===== src/design/mvd_stream_pkg.sv =====
package mvd_stream_pkg;
  // ------------------------------------------------------------
  // register map
  // ------------------------------------------------------------
  localparam logic [7:0] ADDR_CTRL   = 8'h00;
  localparam logic [7:0] ADDR_STATUS = 8'h04;
  localparam logic [7:0] ADDR_MASK   = 8'h08;
  localparam logic [7:0] ADDR_SHIFT  = 8'h0c;
  localparam logic [7:0] ADDR_BASEPS = 8'h10;
  localparam logic [7:0] ADDR_INFO   = 8'h14;
  localparam logic [7:0] ADDR_SCALE  = 8'h18;
  localparam logic [7:0] ADDR_OFFSET = 8'h1c;
  // ------------------------------------------------------------
  // fields and reset values
  // ------------------------------------------------------------
  localparam int CTRL_DEPTH_INDEP = 0;
  localparam int CTRL_NVIEWS_LSB  = 8;
  localparam int EV_ORDER   = 0;
  localparam int EV_BASEORD = 1;
  localparam int EV_MISSING = 2;
  localparam int EV_RANDOM  = 3;
  localparam int NUM_EV     = 4;
  localparam logic [31:0] CTRL_RST  = 32'h0000_0200;
  localparam logic [4:0]  SHIFT_RST = 5'h00;
  localparam logic [1:0]  RESP_OKAY   = 2'h0;
  localparam logic [1:0]  RESP_SLVERR = 2'h2;
endpackage


===== src/design/mvd_stream_order.sv =====
// What this block does
// - random access components must not reference any earlier access unit
// - no reference may reach before the latest random access unit
// - components inside an access unit come in ascending tag order
// - independent view: video picture before its depth map
// - dependent views accept video and depth in either order
// - same tag means same camera position; tags reveal missing views
// - signed rank: smaller rank sits left when ordering output
// - vertical disparity component is always zero
// - horizontal disparity is (scale*depth + offset) arithmetically shifted right
// - each video and depth sequence owns separate parameter set entries
// - non-base parameters carry tag, depth flag, rank, camera placement
// - in-parameter camera data holds two pairs per smaller tag
// - base view without extension infers tag, depth flag, rank zero
// - constant flag: parameter-set scale/offset, else slice header values
// - base-view packets found from parameter sets and slice set id
// - prediction from depth can be disabled so video survives depth drop
// - extraction drops depth and dependent-view packets
//
// The AXI4-Lite register port and the register offsets were left to the implementer.
`timescale 1ns/1ps
`default_nettype none
module mvd_stream_order #(
  parameter int NPS  = 16,
  parameter int TAGW = 4,
  parameter int DW   = 16
) (
  input  wire logic                   aclk,
  input  wire logic                   aresetn,
  input  wire logic [7:0]             s_axi_awaddr,
  input  wire logic                   s_axi_awvalid,
  output logic                        s_axi_awready,
  input  wire logic [31:0]            s_axi_wdata,
  input  wire logic [3:0]             s_axi_wstrb,
  input  wire logic                   s_axi_wvalid,
  output logic                        s_axi_wready,
  output logic [1:0]                  s_axi_bresp,
  output logic                        s_axi_bvalid,
  input  wire logic                   s_axi_bready,
  input  wire logic [7:0]             s_axi_araddr,
  input  wire logic                   s_axi_arvalid,
  output logic                        s_axi_arready,
  output logic [31:0]                 s_axi_rdata,
  output logic [1:0]                  s_axi_rresp,
  output logic                        s_axi_rvalid,
  input  wire logic                   s_axi_rready,
  input  wire logic                   ps_valid,
  input  wire logic [$clog2(NPS)-1:0] ps_id,
  input  wire logic                   ps_has_ext,
  input  wire logic [TAGW-1:0]        ps_tag,
  input  wire logic                   ps_depth,
  input  wire logic signed [7:0]      ps_rank,
  input  wire logic                   ps_cam_const,
  input  wire logic                   comp_valid,
  input  wire logic [$clog2(NPS)-1:0] comp_ps_id,
  input  wire logic                   comp_au_first,
  input  wire logic                   comp_random,
  input  wire logic                   comp_ref_prev_au,
  input  wire logic                   comp_ref_before_ra,
  input  wire logic signed [15:0]     slice_scale,
  input  wire logic signed [15:0]     slice_offset,
  input  wire logic                   depth_valid,
  input  wire logic [DW-1:0]          depth_sample,
  output logic                        out_valid,
  output logic [TAGW-1:0]             out_tag,
  output logic                        out_depth,
  output logic signed [7:0]           out_rank,
  output logic                        out_keep_base,
  output logic                        out_depth_pred_ok,
  output logic [TAGW:0]               out_cam_pairs,
  output logic                        disp_valid,
  output logic signed [31:0]          disp_h,
  output logic signed [31:0]          disp_v,
  output logic                        irq
);
  if (NPS < 2 || TAGW < 1 || TAGW > 8 || DW < 1 || DW > 16) begin : g_bad_param
    $error("mvd_stream_order: parameter out of range");
  end
  localparam int PSW = $clog2(NPS);
  // ------------------------------------------------------------
  // axi4-lite slave
  // ------------------------------------------------------------
  logic               aw_held_r, w_held_r;
  logic [7:0]         awaddr_r;
  logic [31:0]        wdata_r;
  logic [3:0]         wstrb_r;
  logic               wr_go;
  logic [31:0]        ctrl_r, mask_r, baseps_r, rdata_nxt;
  logic [mvd_stream_pkg::NUM_EV-1:0] status_r, ev;
  logic [4:0]         shift_r;
  logic signed [15:0] scale_r, offset_r;
  logic [31:0]        info_r;
  assign wr_go = aw_held_r && w_held_r && !s_axi_bvalid;
  always_ff @(posedge aclk) begin
    if (!aresetn) begin
      aw_held_r     <= 1'b0;
      w_held_r      <= 1'b0;
      awaddr_r      <= 8'h00;
      wdata_r       <= 32'h0000_0000;
      wstrb_r       <= 4'h0;
      s_axi_awready <= 1'b0;
      s_axi_wready  <= 1'b0;
      s_axi_bvalid  <= 1'b0;
      s_axi_bresp   <= mvd_stream_pkg::RESP_OKAY;
    end else begin
      s_axi_awready <= !aw_held_r && !(s_axi_awvalid && s_axi_awready);
      s_axi_wready  <= !w_held_r && !(s_axi_wvalid && s_axi_wready);
      if (s_axi_awvalid && s_axi_awready) begin
        aw_held_r <= 1'b1;
        awaddr_r  <= s_axi_awaddr;
      end
      if (s_axi_wvalid && s_axi_wready) begin
        w_held_r <= 1'b1;
        wdata_r  <= s_axi_wdata;
        wstrb_r  <= s_axi_wstrb;
      end
      if (wr_go) begin
        aw_held_r    <= 1'b0;
        w_held_r     <= 1'b0;
        s_axi_bvalid <= 1'b1;
        s_axi_bresp  <= (awaddr_r[7:5] == 3'h0 && awaddr_r[1:0] == 2'h0 &&
                         awaddr_r != mvd_stream_pkg::ADDR_INFO) ?
                        mvd_stream_pkg::RESP_OKAY : mvd_stream_pkg::RESP_SLVERR;
      end else if (s_axi_bvalid && s_axi_bready) begin
        s_axi_bvalid <= 1'b0;
      end
    end
  end
  // register writes; byte lane 0 covers shift, lanes 0 and 1 cover scale and offset
  always_ff @(posedge aclk) begin
    if (!aresetn) begin
      ctrl_r   <= mvd_stream_pkg::CTRL_RST;
      mask_r   <= 32'h0000_0000;
      shift_r  <= mvd_stream_pkg::SHIFT_RST;
      baseps_r <= 32'h0000_0000;
      scale_r  <= 16'sh0001;
      offset_r <= 16'sh0000;
    end else if (wr_go) begin
      for (int b = 0; b < 4; b++) begin
        if (wstrb_r[b]) begin
          if (awaddr_r == mvd_stream_pkg::ADDR_CTRL)   ctrl_r[b*8 +: 8]   <= wdata_r[b*8 +: 8];
          if (awaddr_r == mvd_stream_pkg::ADDR_MASK)   mask_r[b*8 +: 8]   <= wdata_r[b*8 +: 8];
          if (awaddr_r == mvd_stream_pkg::ADDR_BASEPS) baseps_r[b*8 +: 8] <= wdata_r[b*8 +: 8];
        end
      end
      if (awaddr_r == mvd_stream_pkg::ADDR_SHIFT && wstrb_r[0]) shift_r <= wdata_r[4:0];
      if (awaddr_r == mvd_stream_pkg::ADDR_SCALE) begin
        if (wstrb_r[0]) scale_r[7:0]  <= wdata_r[7:0];
        if (wstrb_r[1]) scale_r[15:8] <= wdata_r[15:8];
      end
      if (awaddr_r == mvd_stream_pkg::ADDR_OFFSET) begin
        if (wstrb_r[0]) offset_r[7:0]  <= wdata_r[7:0];
        if (wstrb_r[1]) offset_r[15:8] <= wdata_r[15:8];
      end
    end
  end
  // status: write one to clear, a new event wins
  always_ff @(posedge aclk) begin
    if (!aresetn) begin
      status_r <= '0;
      irq      <= 1'b0;
    end else begin
      if (wr_go && awaddr_r == mvd_stream_pkg::ADDR_STATUS && wstrb_r[0]) begin
        status_r <= (status_r & ~wdata_r[mvd_stream_pkg::NUM_EV-1:0]) | ev;
      end else begin
        status_r <= status_r | ev;
      end
      irq <= |(status_r & mask_r[mvd_stream_pkg::NUM_EV-1:0]);
    end
  end
  always_comb begin
    rdata_nxt = 32'h0000_0000;
    if (s_axi_araddr == mvd_stream_pkg::ADDR_CTRL) begin
      rdata_nxt = ctrl_r;
    end else if (s_axi_araddr == mvd_stream_pkg::ADDR_STATUS) begin
      rdata_nxt[mvd_stream_pkg::NUM_EV-1:0] = status_r;
    end else if (s_axi_araddr == mvd_stream_pkg::ADDR_MASK) begin
      rdata_nxt = mask_r;
    end else if (s_axi_araddr == mvd_stream_pkg::ADDR_SHIFT) begin
      rdata_nxt[4:0] = shift_r;
    end else if (s_axi_araddr == mvd_stream_pkg::ADDR_BASEPS) begin
      rdata_nxt = baseps_r;
    end else if (s_axi_araddr == mvd_stream_pkg::ADDR_INFO) begin
      rdata_nxt = info_r;
    end else if (s_axi_araddr == mvd_stream_pkg::ADDR_SCALE) begin
      rdata_nxt[15:0] = scale_r;
    end else if (s_axi_araddr == mvd_stream_pkg::ADDR_OFFSET) begin
      rdata_nxt[15:0] = offset_r;
    end
  end
  always_ff @(posedge aclk) begin
    if (!aresetn) begin
      s_axi_arready <= 1'b0;
      s_axi_rvalid  <= 1'b0;
      s_axi_rdata   <= 32'h0000_0000;
      s_axi_rresp   <= mvd_stream_pkg::RESP_OKAY;
    end else begin
      s_axi_arready <= !s_axi_rvalid && !(s_axi_arvalid && s_axi_arready);
      if (s_axi_arvalid && s_axi_arready) begin
        s_axi_rvalid <= 1'b1;
        s_axi_rdata  <= rdata_nxt;
        s_axi_rresp  <= (s_axi_araddr[7:5] == 3'h0 && s_axi_araddr[1:0] == 2'h0) ?
                        mvd_stream_pkg::RESP_OKAY : mvd_stream_pkg::RESP_SLVERR;
      end else if (s_axi_rvalid && s_axi_rready) begin
        s_axi_rvalid <= 1'b0;
      end
    end
  end
  // ------------------------------------------------------------
  // parameter-set table, one entry per set id
  // ------------------------------------------------------------
  logic [TAGW-1:0]    tab_tag_r   [NPS];
  logic               tab_depth_r [NPS];
  logic signed [7:0]  tab_rank_r  [NPS];
  logic               tab_const_r [NPS];
  always_ff @(posedge aclk) begin
    if (!aresetn) begin
      for (int i = 0; i < NPS; i++) begin
        tab_tag_r[i]   <= '0;
        tab_depth_r[i] <= 1'b0;
        tab_rank_r[i]  <= 8'sh00;
        tab_const_r[i] <= 1'b1;
      end
    end else if (ps_valid) begin
      tab_tag_r[ps_id]   <= ps_has_ext ? ps_tag : '0;
      tab_depth_r[ps_id] <= ps_has_ext && ps_depth;
      tab_rank_r[ps_id]  <= ps_has_ext ? ps_rank : 8'sh00;
      tab_const_r[ps_id] <= !ps_has_ext || ps_cam_const;
    end
  end
  // ------------------------------------------------------------
  // coding order check per access unit
  // ------------------------------------------------------------
  logic [TAGW-1:0] c_tag, last_tag_r, max_tag_r;
  logic            c_depth, seen_vid_r, seen_dep_r, au_open_r;
  logic [7:0]      nviews;
  assign c_tag   = tab_tag_r[comp_ps_id];
  assign c_depth = tab_depth_r[comp_ps_id];
  assign nviews  = ctrl_r[mvd_stream_pkg::CTRL_NVIEWS_LSB +: 8];
  always_comb begin
    ev = '0;
    if (comp_valid) begin
      if (comp_au_first) begin
        ev[mvd_stream_pkg::EV_ORDER]   = (c_tag != '0);
        ev[mvd_stream_pkg::EV_MISSING] = (c_tag != '0) ||
          (au_open_r && ({4'h0, max_tag_r} + 9'h001 < {1'b0, nviews}));
      end else begin
        ev[mvd_stream_pkg::EV_ORDER]   = (c_tag < last_tag_r);
        ev[mvd_stream_pkg::EV_MISSING] = (c_tag < last_tag_r) ||
          ({1'b0, c_tag} > {1'b0, last_tag_r} + 1'b1);
      end
      // base view: depth must follow video of tag zero
      ev[mvd_stream_pkg::EV_BASEORD] = (c_tag == '0) && c_depth &&
        (comp_au_first || !seen_vid_r || last_tag_r != '0);
      ev[mvd_stream_pkg::EV_RANDOM]  = (comp_random && comp_ref_prev_au) ||
                                       comp_ref_before_ra;
    end
  end
  always_ff @(posedge aclk) begin
    if (!aresetn) begin
      last_tag_r <= '0;
      max_tag_r  <= '0;
      seen_vid_r <= 1'b0;
      seen_dep_r <= 1'b0;
      au_open_r  <= 1'b0;
    end else if (comp_valid) begin
      au_open_r  <= 1'b1;
      last_tag_r <= c_tag;
      // same tag, any video/depth order for dependent views
      if (comp_au_first || c_tag != last_tag_r) begin
        seen_vid_r <= !c_depth;
        seen_dep_r <= c_depth;
      end else begin
        seen_vid_r <= seen_vid_r | !c_depth;
        seen_dep_r <= seen_dep_r | c_depth;
      end
      if (comp_au_first || c_tag > max_tag_r) max_tag_r <= c_tag;
    end
  end
  always_ff @(posedge aclk) begin
    if (!aresetn) begin
      out_valid         <= 1'b0;
      out_tag           <= '0;
      out_depth         <= 1'b0;
      out_rank          <= 8'sh00;
      out_keep_base     <= 1'b0;
      out_depth_pred_ok <= 1'b1;
      out_cam_pairs     <= '0;
      info_r            <= 32'h0000_0000;
    end else begin
      out_valid     <= comp_valid;
      out_tag       <= c_tag;
      out_depth     <= c_depth;
      out_rank      <= tab_rank_r[comp_ps_id];
      out_keep_base <= comp_valid && !c_depth && c_tag == '0 &&
                       comp_ps_id == baseps_r[PSW-1:0];
      out_depth_pred_ok <= !ctrl_r[mvd_stream_pkg::CTRL_DEPTH_INDEP];
      out_cam_pairs <= tab_const_r[comp_ps_id] ? {c_tag, 1'b0} : '0;
      info_r        <= {16'h0000, 7'h00, seen_dep_r, seen_vid_r, au_open_r,
                        6'h00} | {24'h000000, 8'(last_tag_r)};
    end
  end
  // ------------------------------------------------------------
  // depth to disparity
  // ------------------------------------------------------------
  logic signed [15:0] use_scale, use_offset;
  logic signed [33:0] prod;
  logic               cam_const_r;
  // camera placement of the latest component
  always_ff @(posedge aclk) begin
    if (!aresetn) cam_const_r <= 1'b1;
    else if (comp_valid) cam_const_r <= tab_const_r[comp_ps_id];
  end
  assign use_scale  = cam_const_r ? scale_r : slice_scale;
  assign use_offset = cam_const_r ? offset_r : slice_offset;
  assign prod = 34'(use_scale * $signed({1'b0, depth_sample})) + 34'(use_offset);
  always_ff @(posedge aclk) begin
    if (!aresetn) begin
      disp_valid <= 1'b0;
      disp_h     <= 32'sh0;
      disp_v     <= 32'sh0;
    end else begin
      disp_valid <= depth_valid;
      if (depth_valid) disp_h <= 32'(prod >>> shift_r);
      disp_v <= 32'sh0;
    end
  end
  // ------------------------------------------------------------
  // checks
  // ------------------------------------------------------------
  AST_BACKWARD_TAG: assert property (@(posedge aclk) disable iff (!aresetn)
    comp_valid && !comp_au_first && c_tag < last_tag_r |=> status_r[mvd_stream_pkg::EV_ORDER])
    else $error("backward tag not flagged");
  AST_SKIP_TAG: assert property (@(posedge aclk) disable iff (!aresetn)
    comp_valid && !comp_au_first && {1'b0, c_tag} > {1'b0, last_tag_r} + 1'b1
    |=> status_r[mvd_stream_pkg::EV_MISSING])
    else $error("skipped tag not flagged");
  AST_BASE_ORDER: assert property (@(posedge aclk) disable iff (!aresetn)
    comp_valid && comp_au_first && c_depth && c_tag == '0
    |=> status_r[mvd_stream_pkg::EV_BASEORD])
    else $error("base depth first not flagged");
  AST_DEP_ANY_ORDER: assert property (@(posedge aclk) disable iff (!aresetn)
    comp_valid && !comp_au_first && c_tag == last_tag_r && c_tag != '0
    |-> !ev[mvd_stream_pkg::EV_BASEORD] && !ev[mvd_stream_pkg::EV_ORDER])
    else $error("dependent view order wrongly flagged");
  AST_RANDOM_REF: assert property (@(posedge aclk) disable iff (!aresetn)
    comp_valid && comp_ref_before_ra |=> status_r[mvd_stream_pkg::EV_RANDOM])
    else $error("stale reference not flagged");
  AST_VERT_ZERO: assert property (@(posedge aclk) disable iff (!aresetn)
    disp_valid |-> disp_v == 32'sh0)
    else $error("vertical disparity not zero");
  AST_DISP_CALC: assert property (@(posedge aclk) disable iff (!aresetn)
    depth_valid |=> disp_h == 32'($past(prod) >>> $past(shift_r)))
    else $error("horizontal disparity wrong");
  AST_KEEP_BASE: assert property (@(posedge aclk) disable iff (!aresetn)
    out_keep_base |-> !out_depth && out_tag == '0 && out_valid)
    else $error("non-base packet kept");
  AST_BASE_INFER: assert property (@(posedge aclk) disable iff (!aresetn)
    ps_valid && !ps_has_ext |=> tab_tag_r[$past(ps_id)] == '0 &&
    !tab_depth_r[$past(ps_id)] && tab_rank_r[$past(ps_id)] == 8'sh00)
    else $error("base view inference wrong");
  AST_IRQ: assert property (@(posedge aclk) disable iff (!aresetn)
    |(status_r & mask_r[mvd_stream_pkg::NUM_EV-1:0]) |=> irq)
    else $error("interrupt not raised");
endmodule // mvd_stream_order
`default_nettype wire


===== config.mk =====
export PLATFORM = sky130hd
export DESIGN_NAME = mvd_stream_order
export DESIGN_NICKNAME = d
export VERILOG_FILES = /design/src/design/mvd_stream_pkg.sv /design/src/design/mvd_stream_order.sv
export SDC_FILE = /design/constraint.sdc
export NUM_CORES = 2
export LEC_CHECK = 0
export BUFFER_PORTS_ARGS = -buffer_cell sky130_fd_sc_hd__buf_2
export CAP_MARGIN = 25
export CORE_MARGIN = 4
export CORE_UTILIZATION = 40
export CTS_CLUSTER_SIZE = 40
export DETAILED_ROUTE_END_ITERATION = 6
export PLACE_DENSITY = 0.61
export RECOVER_POWER = 50
export REMOVE_ABC_BUFFERS = 1
export SYNTH_ARGS = -nofsm -noshare
export SYNTH_HDL_FRONTEND = slang
export SYNTH_SLANG_ARGS = --single-unit
export TNS_END_PERCENT = 10

===== constraint.sdc =====
create_clock -name aclk -period 7 [get_ports aclk]
set_input_delay 1.05 -clock aclk [delete_from_list [all_inputs] [get_ports aclk]]
set_output_delay 1.05 -clock aclk [all_outputs]
set_load 0.05 [all_outputs]

Word-level counts from Yosys, hierarchy flattened
Memories as Yosys holds them, arrays and structs flattened. A register that Yosys moved wholly into a read port is not among the register bits.
Index checks and enable logic that the tools add are counted.
{"block": "totals", "reg_bits": 315, "inputBits": 137, "elab_cells": 209, "mem_count": 4, "output_inout_bits": 128, "ram_bits": 224}
{"block": "classes", "shifts": 1, "mux": 43, "add_sub_neg": 3, "reduce_logical": 80, "multipliers": 1, "eq_ne": 16, "magnitude_cmp": 4, "n_bitwise": 9}
{"name": "tab_rank_r", "depth": 16, "word_bits": 8, "rd": 1, "rd_ports_with_merged_regs": 1, "wr": 16, "line_no": "mvd_stream_order.sv:214", "text": "logic signed [7:0] tab_rank_r [NPS];"}
{"name": "tab_tag_r", "depth": 16, "word_bits": 4, "rd": 1, "rd_ports_with_merged_regs": 0, "wr": 16, "line_no": "mvd_stream_order.sv:212", "text": "logic [TAGW-1:0] tab_tag_r [NPS];"}
{"name": "tab_const_r", "depth": 16, "word_bits": 1, "rd": 1, "rd_ports_with_merged_regs": 0, "wr": 16, "line_no": "mvd_stream_order.sv:215", "text": "logic tab_const_r [NPS];"}
{"name": "tab_depth_r", "depth": 16, "word_bits": 1, "rd": 1, "rd_ports_with_merged_regs": 0, "wr": 16, "line_no": "mvd_stream_order.sv:213", "text": "logic tab_depth_r [NPS];"}
{"op": "$mux W16", "n": 6}
{"op": "$mux W32", "n": 3}
{"op": "$eq A8 B5 Y1 const B", "n": 7}
{"op": "$reduce_and A3 Y1", "n": 16}
{"op": "$mux W4", "n": 9}
{"op": "$add A33 B16 Y34", "n": 1}
{"op": "$sshr A34 B5 Y32", "n": 1}
{"op": "$mul A16 B17 Y33", "n": 1}
{"op": "$eq A8 B4 Y1 const B", "n": 4}
{"op": "$mux W28", "n": 1}
{"op": "$mux W27", "n": 1}
{"op": "$logic_and A1 B1 Y1", "n": 24}
{"op": "$mux W1", "n": 18}
{"op": "$eq A8 B3 Y1 const B", "n": 2}
{"op": "$logic_not A8 Y1", "n": 2}
{"op": "$mux W8", "n": 2}
{"op": "$logic_not A1 Y1", "n": 12}
{"op": "$add A4 B1 Y5 const B", "n": 2}
{"op": "$or A9 B4 Y9", "n": 1}
{"op": "$and A4 B4 Y4", "n": 2}
{"op": "$logic_or A1 B1 Y1", "n": 8}
{"op": "$lt A5 B8 Y1", "n": 1}
{"op": "$ne A8 B5 Y1 const B", "n": 1}
{"op": "$or A4 B4 Y4", "n": 2}
{"op": "20 further kinds", "n": 30}

Logic depth before layout (Yosys ltp)
{"block": "logic_depth", "depth_word": 9, "depth_mapped": 30, "ltp_nobuf": 25}

Worst setup path before layout
Ideal clock, no wire load.
{"block": "synth_path", "path_kind": "in2reg", "start": "input port slice_scale[4]", "end": "register disp_h[17]", "stages": 25, "arrival_ps": 7522, "setup_ps": 120, "path_buffers": 2, "slack_ps": -642, "t_required_ps": 6880, "path_cell_list": "mux2i_1 clkbuf_1 nor2b_1 fa_1 inv_1 fa_1 fa_1 fa_1 inv_1 fa_1 inv_1 fa_1 inv_1 ha_1 buf_2 nand2_1 o21a_1 o21ai_0 nor2_1 o21ba_2 xnor2_2 mux4_2 a22o_1 a311o_1 a211o_1"}
{"block": "synth_via", "elab_chain_len": 4}
{"item": "from (decl)", "line_no": "mvd_stream_order.sv:60", "text": "input wire logic signed [15:0] slice_scale,"}
{"item": "$mux W16", "line_no": "mvd_stream_order.sv:314", "text": "assign use_scale = cam_const_r ? scale_r : slice_scale;"}
{"item": "$mul A16 B17 Y33", "line_no": "mvd_stream_order.sv:316", "text": "assign prod = 34'(use_scale * $signed({1'b0, depth_sample})) + 34'(use_offset);"}
{"item": "$add A33 B16 Y34", "line_no": "mvd_stream_order.sv:316"}
{"item": "$sshr A34 B5 Y32", "line_no": "mvd_stream_order.sv:324", "text": "if (depth_valid) disp_h <= 32'(prod >>> shift_r);"}
{"item": "to (signal assigned)", "line_no": "mvd_stream_order.sv:324"}
{"item": "to (decl)", "line_no": "mvd_stream_order.sv:72", "text": "output logic signed [31:0] disp_h,"}
No other way between the ends.
A chain may end at the register's enable or synchronous reset.

Worst setup path after layout
{"block": "layout_path", "start": "register cam_const_r (read register of tab_const_r)", "end": "register disp_h[23]"}
{"block": "layout_via", "elab_chain_len": 4, "elab_cells_between_ends": 5, "classes_between": "1 x add/sub; 1 x mul; 1 x shift; 2 x mux"}
{"item": "from (decl)", "line_no": "mvd_stream_order.sv:308", "text": "logic cam_const_r;"}
{"item": "$mux W16", "line_no": "mvd_stream_order.sv:314"}
{"item": "$mul A16 B17 Y33", "line_no": "mvd_stream_order.sv:316"}
{"item": "$add A33 B16 Y34 *", "line_no": "mvd_stream_order.sv:316"}
{"item": "$sshr A34 B5 Y32 *", "line_no": "mvd_stream_order.sv:324"}
Every way passes the cells marked *; elsewhere a longest branch is shown, timed or not.

==> impl_metrics.env <==
export IMPL_drt_first_pass_iters=6
export IMPL_place_gp_congestion=0.9118
export IMPL_peakVddDrop_mv=0.2484
export IMPL_yosysWarnings=0
export IMPL_clock_latency_ns=0.67
export IMPL_nNetsFinal=4353
export IMPL_die_h_um=301.3
export IMPL_dp_hpwl_mm=75.80
export IMPL_start_kind="flop"
export IMPL_min_period_ns=7.264
export IMPL_ant_nets=0
export IMPL_antenna_found_initial=9
export IMPL_row_count=107
export IMPL_hold_violations=0
export IMPL_die_area_sq_um=90750
export IMPL_busiest_layer="met2"
export IMPL_cts_sinks=519
export IMPL_violations="capacitance limit, slew limit, setup timing"
export IMPL_io_pin_count=265
export IMPL_nFillCells=8104
export IMPL_stdcell_count=5040
export IMPL_multi_input_area_sq_um=20430
export IMPL_synth_top_area_share_pct=18.16
export IMPL_slowest_delay_ns=0.52
export IMPL_rsz0062_at_grt="yes"
export IMPL_syn_cell_area_sq_um=34400
export IMPL_cts_clk_slew_worst_paths_ns=0.06
export IMPL_cellLeakagePower_uw=0.01782
export IMPL_critical_path_max_fanout=12
export IMPL_synth_edf_count=208
export IMPL_grt_pass1_wl_mm=160.1
export IMPL_drt_iter0_drc=2186
export IMPL_dp_cells=4920
export IMPL_finalWirelength_mm=102.4
export IMPL_worst_setup_path_type="flop to flop"
export IMPL_status="finished with violations"
export IMPL_drv_slew=170
export IMPL_p_per_area_nw_per_um2=278.5
export IMPL_cp_end_kind="flop"
export IMPL_numCtsBuffers=58
export IMPL_critPathArrivalTime_ns=7.73
export IMPL_num_vias=27020
export IMPL_drive_gt1_share_pct=20.47
export IMPL_grt_overflow_total=0
export IMPL_tightest_slew_ns=3.553
export IMPL_tritoncts="done"
export IMPL_drv_cap=4
export IMPL_yosys_top_cells_count="nor2_1 (450), nand2_1 (353), inv_1 (341), dfxtp_1 (311), fa_1 (228)"
export IMPL_grt_util_met2_pct=35.75
export IMPL_track_usage_pct=22.38
export IMPL_grt_pass1_vias=27270
export IMPL_setup_viol=30
export IMPL_grt_max_degree=121
export IMPL_syn_inst=3484
export IMPL_netlist_top_cell_by_area="edfxtp_1"
export IMPL_syn_area_per_cell_sq_um=9.873
export IMPL_dieWidth_um=301.3
export IMPL_cts_max_path_buffers=3
export IMPL_async_flop_share_pct=0
export IMPL_ys_seq_area_share_pct=36.26
export IMPL_wire_per_inst_um=20.32
export IMPL_total_power_uw=11380
export IMPL_yosysUniqueCellTypes=101
export IMPL_seqCellArea_sq_um=12480
export IMPL_ys_top_cells_by_area="edfxtp_1 (18%), dfxtp_1 (18%), fa_1 (13%)"
export IMPL_route_detailed_drc=0
export IMPL_post_synth_top_count_cell="nor2_1"
export IMPL_period_share_pct=103.8
export IMPL_coreArea_sq_um=85280
export IMPL_hold_path_class="flop to flop"
export IMPL_hold_buffers=0
export IMPL_required_ns=7.46
export IMPL_syn_to_final_growth_pct=18.75
export IMPL_crit_slowest_cell="fa_1"
export IMPL_use_met1_pct=32.19
export IMPL_h_tree_depth=2
export IMPL_worst_slack_ns=-0.2639
export IMPL_crit_path_frequent_cell="fa_1"
export IMPL_initial_core_util_pct=40.34
export IMPL_slew_headroom_pct=-136.8
export IMPL_cts_root_buf="clkbuf_16"
export IMPL_dominantRegCellSynth="dfxtp_1"
export IMPL_grt_util_met3_pct=3.707
export IMPL_fmax_mhz=137.7
export IMPL_skew_ns=0.1019
export IMPL_port_buffers=229
export IMPL_ys_seq_elements=519
export IMPL_viasPerCell=5.361
## kinds of logic (layout without fill, tap and decap cells)
logic type	count (synthesis)	after routing	share of synthesized area, %
adders and majority gates	368	368	18.36
muxes	309	309	12.65
xor gates and xnor gates	33	33	0.8621
AOI/OAI and AO/OA	490	490	9.672
DFF	519	519	36.26
and+or+nand+nor	1170	1170	15.23
other	1	37	0.01090
buffers and inverters	594	970	6.955
## final timing paths
kind                                    from       endpoint  slack, ns  depth (start not counted)
worst min register to register  s_axi_rvalid  s_axi_arready       0.45                          1
worst max register to register   cam_const_r     disp_h[23]      -0.26                         30
worst max-delay path             cam_const_r     disp_h[23]      -0.26                         30
worst min-delay path            s_axi_rvalid  s_axi_arready       0.45                          1
## per-stage QoR
| step | utilization [%] | setup slack, ns | setup TNS [ns] | hold WS [ns] | instance area [sq um] |
|---|---|---|---|---|---|
| after floorplan | - | -0.9137 | -21.89 | 0.3700 | 33430 |
| after global placement | 44.75 | -0.9814 | -24.43 | 0.4307 | 38170 |
| after detailed placement | 44.76 | -0.9062 | -24.38 | 0.4363 | 38170 |
| after CTS | 47.81 | -0.2224 | -4.227 | 0.4537 | 40780 |
| after global routing | 47.89 | -0.5245 | -12.86 | 0.4857 | 40840 |
| final | 47.90 | -0.2639 | -4.168 | 0.4550 | 40850 |
## placed cells by master (no fill, tap or decap), types with 19 or more instances in the layout
master,count
and2_1,83
nand4_1,25
nand2_1,351
buf_4,272
ha_1,126
dfxtp_1,310
a21oi_2,25
buf_2,134
o21ai_0,85
mux2i_1,170
clkbuf_1,114
edfxtp_1,208
nor2b_1,67
inv_1,339
a211oi_1,19
mux4_2,95
fa_1,226
a21oi_1,120
nor3_1,33
mux2_2,29
nand2b_1,19
clkbuf_16,58
nand3_1,60
nor2_1,449
conb_1,35
## layout make-up
cell class | count | share of cell area [%]
inverters | 345 | 3.183
well taps | 1144 | 3.504
repair buffers | 519 | 8.019
clock buffers | 76 | 3.866
multi-input cells | 2405 | 50.00
flip-flops and latches | 519 | 30.54
clock inverters | 30 | 0.8699
diodes | 2 | 0.01225
## flip-flops by register name (all words and copies together), names as in the netlist, 5 cells and up
signal and count:
awaddr_r 8, ctrl_r 32, tab_tag_r 64, info_r 7, disp_h 32, s_axi_rdata 32, offset_r 16, mask_r 32
out_rank 8, tab_depth_r 16, scale_r 16, shift_r 5, wdata_r 32, baseps_r 32, tab_rank_r 128, tab_const_r 16
## routing by layer
layer  part of all wire, %  routed length (um)
met1                    45               45970
met2                    46               46660
met3                   7.5                7661
met4                   2.0                2094
met5                 0.026                  27
## repair_timing
action                                  4_1_cts  5_1_grt
endpoints found under the setup margin       32       32
gates cloned                                  1        0
gates resized for setup                     131       37
buffers inserted                              9        1
pin swaps                                    48       11
## critical path: cells and delay by family (launching register included)
family,cells,cell delay (ns)
adders and majority gates,7,3.08
buffers and inverters,11,1.20
AOI/OAI and AO/OA,7,1.55
muxes,1,0.17
and+or+nand+nor,4,0.64
DFF,1,0.37
## power by group
part | leakage, uW | switching [uW] | internal [uW]
combinational | 0.0124 | 2700 | 2220
sequential | 0.00452 | 96.0 | 3300
clock | 0.000941 | 1310 | 1750
total | 0.0178 | 4100 | 7280
Power figures use the tool's default switching activity.
